[src/common/psr_pkg.sv]
// Purpose: constants for the peripheral soft reset control block
// Assumes: 32-bit register port, byte offsets
// Notes: capability masks arrive as inputs from the capability registers
package psr_pkg;
	// data and address widths
	localparam int DATA_W = 32;
	localparam int ADDR_W = 12;

	// register offsets
	localparam logic [11:0] OFF_CTRL_A = 12'h0040;
	localparam logic [11:0] OFF_CTRL_B = 12'h0044;
	localparam logic [11:0] OFF_CAP_A = 12'h0008;
	localparam logic [11:0] OFF_CAP_B = 12'h000C;
	localparam logic [11:0] OFF_IGN_A = 12'h0050;
	localparam logic [11:0] OFF_IGN_B = 12'h0054;

	// reset values
	localparam logic [31:0] RST_CTRL_A = 32'h0000_0000;
	localparam logic [31:0] RST_CTRL_B = 32'h0000_0000;
	localparam logic [31:0] RST_IGN = 32'h0000_0000;
	localparam logic [31:0] RD_IDLE = 32'h0000_0000;

	// writable bits of each control register
	localparam logic [31:0] WR_MASK_A = 32'h0000_0048;
	localparam logic [31:0] WR_MASK_B = 32'h030F_5037;

	// bit positions, control register a
	localparam int BIT_HIB = 6;
	localparam int BIT_WDOG = 3;

	// bit positions, control register b
	localparam int BIT_CMP1 = 25;
	localparam int BIT_CMP0 = 24;
	localparam int BIT_TMR3 = 19;
	localparam int BIT_TMR2 = 18;
	localparam int BIT_TMR1 = 17;
	localparam int BIT_TMR0 = 16;
	localparam int BIT_TW1 = 14;
	localparam int BIT_TW0 = 12;
	localparam int BIT_SS1 = 5;
	localparam int BIT_SS0 = 4;
	localparam int BIT_AS2 = 2;
	localparam int BIT_AS1 = 1;
	localparam int BIT_AS0 = 0;
endpackage

[src/rtl/psr_ctrl_reg.sv]
// Purpose: one masked software reset control register
// Assumes: capability mask is stable between writes
// Notes: absent or reserved bits hold zero
`timescale 1ns/10ps
module psr_ctrl_reg #(
	parameter logic [31:0] WR_MASK = 32'h0000_0000,
	parameter logic [31:0] RST_VAL = 32'h0000_0000
) (
	// clock and reset
	input wire logic clk_sys_i,
	input wire logic rst_i,
	// write side
	input wire logic wr_en_i,
	input wire logic [31:0] wr_data_i,
	// capability
	input wire logic [31:0] cap_i,
	// stored value
	output logic [31:0] q_o
);
	typedef struct packed {
		logic [31:0] ctrl;
	} psr_reg_state_t;

	psr_reg_state_t s_q;
	psr_reg_state_t s_d;
	logic [31:0] en;

	always_comb begin
		s_d = s_q;
		en = cap_i & WR_MASK;
		if (wr_en_i) begin
			s_d.ctrl = wr_data_i & en;
		end else begin
			s_d.ctrl = s_q.ctrl & en;
		end
	end

	always_ff @(posedge clk_sys_i or posedge rst_i) begin
		if (rst_i) begin
			s_q.ctrl <= RST_VAL;
		end else begin
			s_q <= s_d;
		end
	end

	assign q_o = s_q.ctrl;
endmodule

[src/rtl/psr_top.sv]
// Purpose: peripheral soft reset control, two masked control registers
// Assumes: register port strobes one cycle, synchronous to clk_sys_i
// Notes: every reset output is a flip-flop of a control register
// Behaviour
// - writes to register a masked by capability one, register b by two
// - register a bit 6 holds the hibernation module in reset
// - register a bit 3 holds the watchdog in reset
// - reserved bits read zero and ignore writes
// - register a at offset 0x040, resets to zero
// - register b at offset 0x044, resets to zero
// - register b bits 25 and 24 reset comparators one and zero
// - register b bits 19 to 16 reset timers three to zero
// - register b bit 14 resets two-wire one, bit 12 two-wire zero
// - register b bits 5 and 4 reset sync serial one and zero
// - register b bits 2, 1, 0 reset async serial two, one, zero
//
// The plain strobed port is this design's own decision.
`timescale 1ns/10ps
module psr_top #(
	parameter int ADDR_W = psr_pkg::ADDR_W
) (
	// clock and reset
	input wire logic clk_sys_i,
	input wire logic rst_i,
	// register port
	input wire logic [ADDR_W-1:0] addr_i,
	input wire logic [31:0] wr_data_i,
	input wire logic wr_i,
	input wire logic rd_i,
	output logic [31:0] rd_data_o,
	// capability masks
	input wire logic [31:0] capability_mask_one_i,
	input wire logic [31:0] capability_mask_two_i,
	// system resets from register a
	output logic hibernation_reset_bit_o,
	output logic watchdog_reset_bit_o,
	// analog comparator resets
	output logic comparator_one_reset_bit_o,
	output logic comparator_zero_reset_bit_o,
	// timer resets
	output logic gp_timer_three_reset_bit_o,
	output logic gp_timer_two_reset_bit_o,
	output logic gp_timer_one_reset_bit_o,
	output logic gp_timer_zero_reset_bit_o,
	// two-wire resets
	output logic two_wire_one_reset_bit_o,
	output logic two_wire_zero_reset_bit_o,
	// sync serial resets
	output logic sync_serial_one_reset_bit_o,
	output logic sync_serial_zero_reset_bit_o,
	// async serial resets
	output logic async_serial_two_reset_bit_o,
	output logic async_serial_one_reset_bit_o,
	output logic async_serial_zero_reset_bit_o
);
	typedef struct packed {
		logic [31:0] rd_data;
		logic [31:0] ign_a;
		logic [31:0] ign_b;
	} psr_top_state_t;

	psr_top_state_t s_q;
	psr_top_state_t s_d;

	logic [31:0] ctrl_a;
	logic [31:0] ctrl_b;
	logic [11:0] addr_w;
	logic wr_a;
	logic wr_b;
	logic wr_ign_a;
	logic wr_ign_b;

	// address compare
	function automatic logic hit(input logic [11:0] a, input logic [11:0] off);
		hit = (a == off);
	endfunction

	// bits a write tried to set on absent peripherals
	function automatic logic [31:0] refused(
		input logic [31:0] data,
		input logic [31:0] wmask,
		input logic [31:0] cap
	);
		refused = data & wmask & ~cap;
	endfunction

	// sticky flag, set wins over clear
	function automatic logic [31:0] sticky(
		input logic [31:0] cur,
		input logic [31:0] set,
		input logic clr_en,
		input logic [31:0] clr
	);
		logic [31:0] kept;
		kept = clr_en ? (cur & ~clr) : cur;
		sticky = kept | set;
	endfunction

	// zero-extend or cut the port address to twelve bits
	always_comb begin
		addr_w = 12'h000;
		addr_w = 12'(addr_i);
	end

	assign wr_a = wr_i & hit(addr_w, psr_pkg::OFF_CTRL_A);
	assign wr_b = wr_i & hit(addr_w, psr_pkg::OFF_CTRL_B);
	assign wr_ign_a = wr_i & hit(addr_w, psr_pkg::OFF_IGN_A);
	assign wr_ign_b = wr_i & hit(addr_w, psr_pkg::OFF_IGN_B);

	psr_ctrl_reg #(
		.WR_MASK(psr_pkg::WR_MASK_A),
		.RST_VAL(psr_pkg::RST_CTRL_A)
	) u_ctrl_a (
		.clk_sys_i(clk_sys_i),
		.rst_i(rst_i),
		.wr_en_i(wr_a),
		.wr_data_i(wr_data_i),
		.cap_i(capability_mask_one_i),
		.q_o(ctrl_a)
	);

	psr_ctrl_reg #(
		.WR_MASK(psr_pkg::WR_MASK_B),
		.RST_VAL(psr_pkg::RST_CTRL_B)
	) u_ctrl_b (
		.clk_sys_i(clk_sys_i),
		.rst_i(rst_i),
		.wr_en_i(wr_b),
		.wr_data_i(wr_data_i),
		.cap_i(capability_mask_two_i),
		.q_o(ctrl_b)
	);

	always_comb begin
		s_d = s_q;

		s_d.ign_a = sticky(
			s_q.ign_a,
			wr_a ? refused(wr_data_i, psr_pkg::WR_MASK_A, capability_mask_one_i)
				: psr_pkg::RST_IGN,
			wr_ign_a,
			wr_data_i & psr_pkg::WR_MASK_A
		);

		s_d.ign_b = sticky(
			s_q.ign_b,
			wr_b ? refused(wr_data_i, psr_pkg::WR_MASK_B, capability_mask_two_i)
				: psr_pkg::RST_IGN,
			wr_ign_b,
			wr_data_i & psr_pkg::WR_MASK_B
		);

		// read data stand one cycle after the strobe
		s_d.rd_data = psr_pkg::RD_IDLE;
		if (rd_i) begin
			case (addr_w)
				// reserved bits of register a read zero
				psr_pkg::OFF_CTRL_A: begin
					s_d.rd_data = ctrl_a & psr_pkg::WR_MASK_A;
				end
				// reserved bits of register b read zero
				psr_pkg::OFF_CTRL_B: begin
					s_d.rd_data = ctrl_b & psr_pkg::WR_MASK_B;
				end
				psr_pkg::OFF_CAP_A: begin
					s_d.rd_data = capability_mask_one_i & psr_pkg::WR_MASK_A;
				end
				psr_pkg::OFF_CAP_B: begin
					s_d.rd_data = capability_mask_two_i & psr_pkg::WR_MASK_B;
				end
				psr_pkg::OFF_IGN_A: begin
					s_d.rd_data = s_q.ign_a;
				end
				psr_pkg::OFF_IGN_B: begin
					s_d.rd_data = s_q.ign_b;
				end
				// unmapped reads return zero
				default: begin
					s_d.rd_data = psr_pkg::RD_IDLE;
				end
			endcase
		end
	end

	always_ff @(posedge clk_sys_i or posedge rst_i) begin
		if (rst_i) begin
			s_q.rd_data <= psr_pkg::RD_IDLE;
			s_q.ign_a <= psr_pkg::RST_IGN;
			s_q.ign_b <= psr_pkg::RST_IGN;
		end else begin
			s_q <= s_d;
		end
	end

	assign rd_data_o = s_q.rd_data;

	assign hibernation_reset_bit_o = ctrl_a[psr_pkg::BIT_HIB];
	assign watchdog_reset_bit_o = ctrl_a[psr_pkg::BIT_WDOG];

	assign comparator_one_reset_bit_o = ctrl_b[psr_pkg::BIT_CMP1];
	assign comparator_zero_reset_bit_o = ctrl_b[psr_pkg::BIT_CMP0];

	assign gp_timer_three_reset_bit_o = ctrl_b[psr_pkg::BIT_TMR3];
	assign gp_timer_two_reset_bit_o = ctrl_b[psr_pkg::BIT_TMR2];
	assign gp_timer_one_reset_bit_o = ctrl_b[psr_pkg::BIT_TMR1];
	assign gp_timer_zero_reset_bit_o = ctrl_b[psr_pkg::BIT_TMR0];

	assign two_wire_one_reset_bit_o = ctrl_b[psr_pkg::BIT_TW1];
	assign two_wire_zero_reset_bit_o = ctrl_b[psr_pkg::BIT_TW0];

	assign sync_serial_one_reset_bit_o = ctrl_b[psr_pkg::BIT_SS1];
	assign sync_serial_zero_reset_bit_o = ctrl_b[psr_pkg::BIT_SS0];

	assign async_serial_two_reset_bit_o = ctrl_b[psr_pkg::BIT_AS2];
	assign async_serial_one_reset_bit_o = ctrl_b[psr_pkg::BIT_AS1];
	assign async_serial_zero_reset_bit_o = ctrl_b[psr_pkg::BIT_AS0];
endmodule

[config.mk]
export PLATFORM = sky130hd
export DESIGN_NAME = psr_top
export DESIGN_NICKNAME = d
export VERILOG_FILES = /design/src/common/psr_pkg.sv /design/src/rtl/psr_ctrl_reg.sv /design/src/rtl/psr_top.sv
export SDC_FILE = /design/constraint.sdc
export NUM_CORES = 1
export LEC_CHECK = 0
export BUFFER_PORTS_ARGS = -buffer_cell sky130_fd_sc_hd__buf_2
export CORE_MARGIN = 2
export CORE_UTILIZATION = 40
export CTS_CLUSTER_DIAMETER = 120
export DETAILED_ROUTE_END_ITERATION = 8
export GPL_TIMING_DRIVEN = 0
export PLACE_DENSITY = 0.8
export SLEW_MARGIN = 20
export SYNTH_ARGS = -nofsm -noshare
export SYNTH_HDL_FRONTEND = slang
export SYNTH_SLANG_ARGS = --single-unit
[constraint.sdc]
create_clock -name clk_sys_i -period 1.5 [get_ports clk_sys_i]
set_input_delay 0.3 -clock clk_sys_i [delete_from_list [all_inputs] [get_ports clk_sys_i]]
set_output_delay 0.3 -clock clk_sys_i [all_outputs]
set_load 0.005 [all_outputs]
==> results of run 1 <==
[worst max path at each step]
| stage | end | slack, ns | depth (start not counted) |
|---|---|---|---|
| after detailed placement | rd_data_o[16] | -0.54 | 7 |
| after floorplan | s_q[35] | -0.17 | 4 |
| after global placement | rd_data_o[24] | -0.49 | 7 |
| final | rd_data_o[24] | -0.17 | 6 |
| after global routing | rd_data_o[24] | -0.16 | 6 |
| after CTS | rd_data_o[14] | -0.10 | 6 |
[critical path, stage by stage]
cell	delay [ns]
buf_6	0.09
or4_4	0.56
or2_4	0.29
nand4bb_4	0.30
clkbuf_16	0.23
a21oi_4	0.13
[through the flow]
| stage | hold WS, ns | TNS, ns | util (%) | total power, uW |
|---|---|---|---|---|
| after floorplan | 0.397 | -5.49 | - | 1370 |
| after detailed placement | 0.382 | -17.30 | 50.9 | 1500 |
| after global placement | 0.482 | -35.51 | 50.4 | 1490 |
| after CTS | 0.0520 | -1.17 | 53.6 | 2260 |
| after global routing | 0.0712 | -3.90 | 60.8 | 2380 |
| final | 0.0253 | -2.79 | 60.8 | 2310 |
[kinds of logic (layout without fill, tap and decap cells)]
kind of cell	after synthesis	in the layout	share of synthesized area (%)
other	1	17	0.152
DFF	45	45	45.6
buffers and inverters	52	149	13.8
and+or+nand+nor	114	114	25.0
AOI/OAI and AO/OA	63	63	15.4
[flip-flops by register name (all words and copies together), names as in the netlist]
name and flops:
u_ctrl_b.q_o 13, u_ctrl_a.q_o 2, s_q 15, rd_data_o 15
[layer usage]
| metal | up-vias | global-route usage (%) | wire length, um |
|---|---|---|---|
| li1 | 1142 | - | - |
| met1 | 1194 | 27.3 | 3200 |
| met2 | 174 | 32.3 | 3980 |
| met3 | 37 | 4.02 | 723 |
| met4 | 0 | 7.87 | 310 |
| met5 | - | 0 | 0 |
[power breakdown]
group	internal, uW	leakage [uW]	switching (uW)	total (uW)
clock network	331	0.0000445	463	794
registers	1210	0.000629	0.800	1210
logic	126	0.00110	180	305
total	1670	0.00177	644	2310
[synth_stat cells]
| master | number | area, um^2 |
|---|---|---|
| nand2_1 | 58 | 218 |
| dfrtp_1 | 45 | 1130 |
| buf_4 | 33 | 248 |
| o21ai_0 | 28 | 140 |
| a22o_1 | 15 | 131 |
| nand3_1 | 15 | 75.1 |
| a21oi_1 | 14 | 70.1 |
| nand3b_1 | 14 | 105 |
| nand4_1 | 13 | 81.3 |
| clkbuf_1 | 9 | 33.8 |
| a31oi_1 | 4 | 25.0 |
| inv_1 | 4 | 15.0 |
| a21boi_0 | 2 | 15.0 |
| and2_1 | 2 | 12.5 |
| buf_2 | 2 | 10.0 |
| buf_6 | 2 | 22.5 |
| nor2b_1 | 2 | 12.5 |
| nor4b_1 | 2 | 17.5 |
| or4_4 | 2 | 22.5 |
| buf_1 | 1 | 3.75 |
| conb_1 | 1 | 3.75 |
| dlygate4sd1_1 | 1 | 8.76 |
| nand2b_1 | 1 | 6.26 |
| nand4bb_4 | 1 | 27.5 |
| nor2_1 | 1 | 3.75 |
| nor4_1 | 1 | 6.26 |
| nor4_4 | 1 | 21.3 |
| or2_4 | 1 | 8.76 |
[final cells by class]
type	instances	area share, %
Clock inverter	3	0.588
Sequential cell	45	31.1
Inverter	4	0.415
Buffer	48	10.4
Tap cell	75	2.59
Clock buffer	5	1.90
Timing Repair Buffer	89	17.8
Multi-Input combinational cell	194	35.2
[what timing repair did]
action / 4_1_cts / 5_1_grt
cloned: 0 / 6
setup buffers: 2 / 5
hold buffers: 0 / 0
pin swaps: 3 / 22
gates resized for setup: 16 / 71
setup endpoints to repair: 36 / 42
==> results by group, run 1 <==
Floorplanning
  – Die Ht: 82.6 um
  – Total core area: 5960 um^2
  – Starting density of the core: 41.5%
  – Row cnt: 28
  – Die area: 6820 um^2
  – Die width: 82.6 um
  – Ports: 159

Route
  – DR DRC count: 0
  – Number of routed nets with antenna violations: 0
  – Router iterations before antenna repair: 5
  – Final wirelength: 8.22 mm
  – Via count: 2547
  – Average wire per standard cell: 17.7 um
  – Via/cell ratio: 5.50
  – DR iter-0 viols: 277

STA
  – Final setup skew: 0.00528 ns
  – Final hold viol count: 0
  – Setup ws final: -0.170 ns
  – Max Slew Vio Count: 0
  – Max_slew headroom: 62.8%
  – Final min period: 1.67 ns
  – Max frequency: 599 MHz
  – Final worst path period share: 111%
  – Unrepaired setup endpoints after global routing: yes
  – Final setup vio count: 40
  – Least-Margin Pin Slew: 0.557 ns

Worst setup path
  – Worst Reg-to-Reg Cells: 3
  – R2r setup slk: 0.57 ns
  – CP Capture Type: register
  – Worst Setup SP: addr_i[5]
  – Type of the worst setup path: input port to register
  – Reg-to-Reg End: rd_data_o[14]
  – CP startpoint kind: input port
  – CP arrival: 1.91 ns
  – Required time of the critical path: 1.74 ns
  – Reg2reg start: u_ctrl_b.q_o[14]
  – Largest fanout on the critical path: 5

Synthesis
  – Gate Count Post-Synth: 275
  – Sequential area share after synthesis: 45.6%
  – Post-Syn Area: 2470 um^2
  – Avg Inst Size Synth: 8.99 um^2
  – Synth warnings: 0
  – Unique masters post-synth: 28
  – Synth Register Bits: 45

Clock network
  – Clock buffer depth: 2
  – Clock slew at reported path FFs: 0.09 ns
  – Skew-Pair Late Insertion Delay: 0.32 ns
  – Clock sink count: 45
  – CTS Buf Count: 5
  – H-Tree Depth: 2
  – Root buffer cell: clkbuf_8
  – CTS tree: yes

Cells and area
  – Area growth syn-to-layout: 46.4%
  – Final non-filler cell total: 463
  – Ant. Diodes: 0
  – Most common cell after layout, fill and taps aside: buf_2
  – # fillers: 473
  – Nets@finish: 499
  – Finished layout cell area: 3620 um^2
  – Reg area: 1130 um^2
  – Most frequent cells in the layout: buf_2 (73), nand2_1 (58), dfrtp_1 (45)
  – Share of layout cells above drive strength 1: 46.4%
  – Area of the multi-input gates: 1270 um^2

Place
  – Placed inst area: 3030 um^2
  – Global placement routability congestion: 0.951
  – Dpl cells: 442
  – DP Worst Slack: -0.536 ns
  – I/O Buffers: 75
  – HPWL after detailed placement: 4.80 mm

Global routing
  – Overflow after GRT: 0
  – Global-route wire length before repair: 10.4 mm
  – Initial antenna violation count: 0
  – Largest net degree at the start of global routing: 26
  – Number of global-route vias before repair: 2193
  – Gr usage total: 20.3%

Status
  – Failing checks: negative setup slack
  – Status: finished with violations

Power
  – PwrDens: 639 nW/um^2
  – Leak: 0.00177 uW
  – VDD IR-drop max: 0.365 mV

Min path
  – HP Class: input port to async pin

Run
  – Max cap viols: 0
No activity file was read; power rests on OpenSTA's default activity.
==> run 2, diff against run 1 <==
--- a/config.mk
+++ b/config.mk
@@ -12,6 +12,7 @@
 export DETAILED_ROUTE_END_ITERATION = 8
 export GPL_TIMING_DRIVEN = 0
 export PLACE_DENSITY = 0.8
+export RECOVER_POWER = 100
 export SLEW_MARGIN = 20
 export SYNTH_ARGS = -nofsm -noshare
 export SYNTH_HDL_FRONTEND = slang
==> results by group, run 2 (synthesis results as in run 1) <==
Status
  – Status: finished with violations
  – Failing checks: negative setup slack

Clock network
  – H-Tree Depth: 2
  – Root buffer cell: clkbuf_8
  – CTS tree: yes
  – Hold-fix buffers, CTS: 0
  – Clock buffer depth: 2
  – Clock slew at reported path FFs: 0.09 ns
  – Clock sink count: 45
  – Skew-Pair Late Insertion Delay: 0.32 ns
  – CTS Buf Count: 5

Route
  – Via count: 2568
  – Final wirelength: 8.28 mm
  – Number of routed nets with antenna violations: 0
  – Router iterations before antenna repair: 5
  – Via/cell ratio: 5.55
  – Average wire per standard cell: 17.9 um
  – DR iter-0 viols: 264
  – DR DRC count: 0

Cells and area
  – Share of layout cells above drive strength 1: 41.5%
  – Finished layout cell area: 3570 um^2
  – # fillers: 483
  – Area growth syn-to-layout: 44.6%
  – Most common cell after layout, fill and taps aside: nand2_1
  – Nets@finish: 499
  – Ant. Diodes: 0
  – Most frequent cells in the layout: nand2_1 (58), buf_2 (55), dfrtp_1 (45)

Floorplanning
  – Ports: 159
  – Die area: 6820 um^2
  – Die Ht: 82.6 um
  – Die width: 82.6 um
  – Starting density of the core: 41.5%
  – Row cnt: 28
  – Total core area: 5960 um^2

Global routing
  – Largest net degree at the start of global routing: 26
  – Global-route wire length before repair: 10.4 mm
  – Overflow after GRT: 0
  – Number of global-route vias before repair: 2193
  – Gr usage total: 20.3%
  – Initial antenna violation count: 0

Place
  – Global placement routability congestion: 0.951
  – HPWL after detailed placement: 4.80 mm
  – Placed inst area: 3030 um^2
  – I/O Buffers: 75
  – DP Worst Slack: -0.536 ns

STA
  – Max_slew headroom: 39.1%
  – Max Slew Vio Count: 0
  – Setup ws final: -0.169 ns
  – Max frequency: 599 MHz
  – Final worst path period share: 111%
  – Final min period: 1.67 ns
  – Final setup vio count: 40
  – Unrepaired setup endpoints after global routing: yes
  – Least-Margin Pin Slew: 0.913 ns
  – Final hold viol count: 0
  – Final setup skew: 0.00660 ns

Power
  – Leak: 0.00168 uW
  – VDD IR-drop max: 0.372 mV
  – PwrDens: 647 nW/um^2

Worst setup path
  – R2r setup slk: 0.57 ns
  – Worst Reg-to-Reg Cells: 3
  – CP Capture Type: register
  – Largest fanout on the critical path: 5
  – Required time of the critical path: 1.74 ns
  – CP Cell Sequence: buf_6 -> or4_4 -> or2_4 -> nand4bb_4 -> clkbuf_16 -> a21oi_4
  – Worst path slowest cell: or4_4
  – CP arrival: 1.91 ns
  – Type of the worst setup path: input port to register
  – Reg-to-Reg End: rd_data_o[12]
  – CP startpoint kind: input port
  – Worst path max stage delay: 0.56 ns
  – Reg2reg start: u_ctrl_b.q_o[12]

Run
  – Max cap viols: 0

Min path
  – HP Class: input port to async pin
## run 2: cell types whose count changed in the layout (fill, tap and decap cells not counted)
| cell | change |
|---|---|
| buf_4 | -7 |
| clkbuf_2 | +1 |
| inv_1 | +1 |
| buf_1 | +3 |
| clkbuf_1 | +15 |
| buf_2 | -18 |
| inv_2 | -1 |
| buf_16 | -1 |
| clkbuf_4 | +7 |
## run 2: critical path: cells and delay by family
family | cells | cell delay, ns
and+or+nand+nor | 3 | 1.15
buffers and inverters | 2 | 0.32
AOI/OAI and AO/OA | 1 | 0.13
## run 2: final cells by class
class                           instances  area (um^2)  share of cell area (%)
Inverter                                4         15.0                   0.420
Clock inverter                          3         21.3                   0.595
Multi-Input combinational cell        194         1270                    35.6
Timing Repair Buffer                   89          599                    16.8
Tap cell                               75         93.8                    2.63
Buffer                                 48          377                    10.5
Sequential cell                        45         1130                    31.5
Clock buffer                            5         68.8                    1.93
## run 2: how the worst max path moves through the flow
stage / start / slack [ns] / cells past startpoint / endpoint
finish: addr_i[5] / -0.17 / 6 / rd_data_o[12]
detailed placement: addr_i[6] / -0.54 / 7 / rd_data_o[16]
global placement: addr_i[6] / -0.49 / 7 / rd_data_o[24]
global route: addr_i[5] / -0.16 / 6 / rd_data_o[24]
CTS: addr_i[11] / -0.10 / 6 / rd_data_o[14]
floorplan: addr_i[11] / -0.17 / 4 / s_q[35]
## run 2: timing repair
action	in CTS	in global routing
gates resized for setup	16	71
endpoints found under the setup margin	36	42
cloned	0	6
buffers inserted	2	5
pin swaps	3	22
## run 2: per-layer routing
metal / up-vias / wire length [um] / share of wire (%) / global-route usage (%)
li1: 1140 / - / - / -
met1: 1204 / 3240 / 39 / 27.3
met2: 190 / 3990 / 48 / 32.3
met3: 34 / 758 / 9.2 / 4.02
met4: 0 / 291 / 3.5 / 7.87
met5: - / 0 / 0 / 0
## run 2: per-stage QoR
stage / std cells / hold WS, ns / util, % / total power (uW) / setup TNS [ns]
final: 463 / 0.169 / 60.0 / 2310 / -2.87
after floorplan: 291 / 0.397 / - / 1370 / -5.49
after CTS: 452 / 0.0520 / 53.6 / 2260 / -1.17
after detailed placement: 442 / 0.382 / 50.9 / 1500 / -17.30
after global placement: 441 / 0.482 / 50.4 / 1490 / -35.51
after global routing: 463 / 0.223 / 60.0 / 2370 / -3.90
## run 2: power by group
part / switching [uW] / internal, uW / total [uW]
sequential: 0.812 / 1210 / 1210
combinational: 178 / 119 / 297
clock: 468 / 331 / 799
==> run 3, diff against run 2 <==
--- a/config.mk
+++ b/config.mk
@@ -7,11 +7,11 @@
 export LEC_CHECK = 0
 export BUFFER_PORTS_ARGS = -buffer_cell sky130_fd_sc_hd__buf_2
 export CORE_MARGIN = 2
-export CORE_UTILIZATION = 40
+export CORE_UTILIZATION = 43
 export CTS_CLUSTER_DIAMETER = 120
 export DETAILED_ROUTE_END_ITERATION = 8
 export GPL_TIMING_DRIVEN = 0
-export PLACE_DENSITY = 0.8
+export PLACE_DENSITY = 0.85
 export RECOVER_POWER = 100
 export SLEW_MARGIN = 20
 export SYNTH_ARGS = -nofsm -noshare
==> constraint.sdc (replaced) <==
create_clock -name clk_sys_i -period 1.5 [get_ports clk_sys_i]
set_input_delay 0.225 -clock clk_sys_i [delete_from_list [all_inputs] [get_ports clk_sys_i]]
set_output_delay 0.225 -clock clk_sys_i [all_outputs]
set_load 0.005 [all_outputs]
==> results by group, run 3 (synthesis results as in run 1) <==
Status
  – Status: finished with violations
  – Failing checks: negative setup slack

Worst setup path
  – CP arrival: 1.78 ns
  – Type of the worst setup path: input port to register
  – Largest fanout on the critical path: 5
  – Most frequent CP cell: buf_6
  – Worst path max stage delay: 0.58 ns
  – CP Cell Sequence: buf_6 -> or4_4 -> nor4_4 -> buf_6 -> clkbuf_16 -> nand3b_1 -> nand2_1
  – Crit path max-delay family: simple AND/OR/NAND/NOR gates
  – Worst path slowest cell: or4_4
  – CP Capture Type: register
  – Required time of the critical path: 1.75 ns
  – CP startpoint kind: input port
  – WP buf/inv: 3

Place
  – I/O Buffers: 75
  – Global placement routability congestion: 0.879
  – DP Worst Slack: -0.426 ns
  – HPWL after detailed placement: 4.85 mm

Global routing
  – Largest net degree at the start of global routing: 35
  – Layer with the highest usage: met2
  – Global-route wire length before repair: 10.1 mm
  – M2 GR Usage: 32.9%
  – Overflow after GRT: 0
  – Gr usage total: 20.5%
  – M1 GR Usage: 26.9%
  – Number of global-route vias before repair: 2104
  – Met3 usage: 3.85%
  – Initial antenna violation count: 0

Floorplanning
  – Die Ht: 79.8 um
  – Ports: 159
  – Die width: 79.8 um
  – Row cnt: 27
  – Total core area: 5540 um^2
  – Starting density of the core: 44.6%
  – Die area: 6370 um^2

Cells and area
  – Nets@finish: 492
  – Most common cell after layout, fill and taps aside: buf_2
  – Final Util: 59.8%
  – Area growth syn-to-layout: 34.1%
  – Most frequent cells in the layout: buf_2 (63), nand2_1 (58), dfrtp_1 (45)
  – Ant. Diodes: 0
  – Share of layout cells above drive strength 1: 36.0%

Clock network
  – Clock buffer depth: 2
  – Clock sink count: 45
  – CTS Buf Count: 5
  – Skew-Pair Late Insertion Delay: 0.31 ns
  – H-Tree Depth: 2
  – Root buffer cell: clkbuf_8
  – Clock slew at reported path FFs: 0.09 ns
  – CTS tree: yes

STA
  – Final setup vio count: 10
  – Max Slew Vio Count: 0
  – Max frequency: 653 MHz
  – Final min period: 1.53 ns
  – Least-Margin Pin Slew: 0.516 ns
  – Final setup skew: 0.00962 ns
  – Final hold viol count: 0
  – Unrepaired setup endpoints after global routing: yes
  – Max_slew headroom: 65.6%
  – Setup ws final: -0.0306 ns
  – Final worst path period share: 102%

Power
  – VDD IR-drop max: 0.502 mV
  – PwrDens: 784 nW/um^2
  – Leak: 0.00164 uW

Route
  – Final wirelength: 6.50 mm
  – Router iterations before antenna repair: 4
  – Via/cell ratio: 5.00
  – Via count: 2265
  – Average wire per standard cell: 14.4 um
  – DR DRC count: 0
  – DR iter-0 viols: 167
  – Number of routed nets with antenna violations: 0

Run
  – Max cap viols: 0

Min path
  – HP Class: input port to register
[run 3: path summary, 6_finish.rpt]
path	start	to	slack (ns)	cells past startpoint
min	wr_data_i[3]	s_q[35]	0.15	2
max reg2reg	u_ctrl_b.q_o[18]	rd_data_o[18]	0.56	3
min reg2reg	s_q[19]	s_q[19]	0.53	2
max	addr_i[0]	s_q[16]	-0.03	7
max in group asynchronous	rst_i	s_q[5]	0.17	4
min in group asynchronous	rst_i	u_ctrl_a.q_o[6]	0.47	3
[run 3: layout make-up]
class | instances | area (um^2)
sequential | 45 | 1130
fill | 504 | 2230
clock buffer | 5 | 68.8
tap | 72 | 90.1
clock inverter | 3 | 68.8
buffer | 48 | 344
multi-input combinational | 194 | 1130
inverter | 4 | 15.0
timing repair buffer | 82 | 473
[run 3: routing by layer]
metal	wire length, um	vias up
met5	0	-
met4	172	0
met3	481	16
met2	3110	102
met1	2740	1023
li1	-	1124
[run 3: report_power, final]
group / switching (uW) / total [uW] / internal [uW] / leakage (uW)
logic: 159 / 277 / 117 / 0.000937
registers: 0.726 / 1210 / 1210 / 0.000629
clock network: 437 / 1110 / 671 / 0.0000687
[run 3: stage by stage]
| step | TNS [ns] | instance area [um^2] | hold slack [ns] | cells | power (uW) |
|---|---|---|---|---|---|
| 2_1_floorplan | -2.00 | 2530 | 0.322 | 291 | 1370 |
| 6_report | -0.103 | 3310 | 0.150 | 453 | 2600 |
| 3_5_place_dp | -13.00 | 3020 | 0.183 | 439 | 1500 |
| 5_1_grt | -1.77 | 3310 | 0.150 | 453 | 2690 |
| 3_3_place_gp | -25.81 | 3000 | 0.464 | 438 | 1490 |
| 4_1_cts | 0 | 3170 | 0.138 | 448 | 2610 |
[run 3: repair_timing]
action | CTS | global route
pin swaps | 0 | 3
gates cloned | 0 | 3
setup buffers | 0 | 2
hold buffers | 1 | 0
endpoints found under the setup margin | 17 | 28
endpoints found under the hold margin | 11 | 0
gates resized for setup | 4 | 38
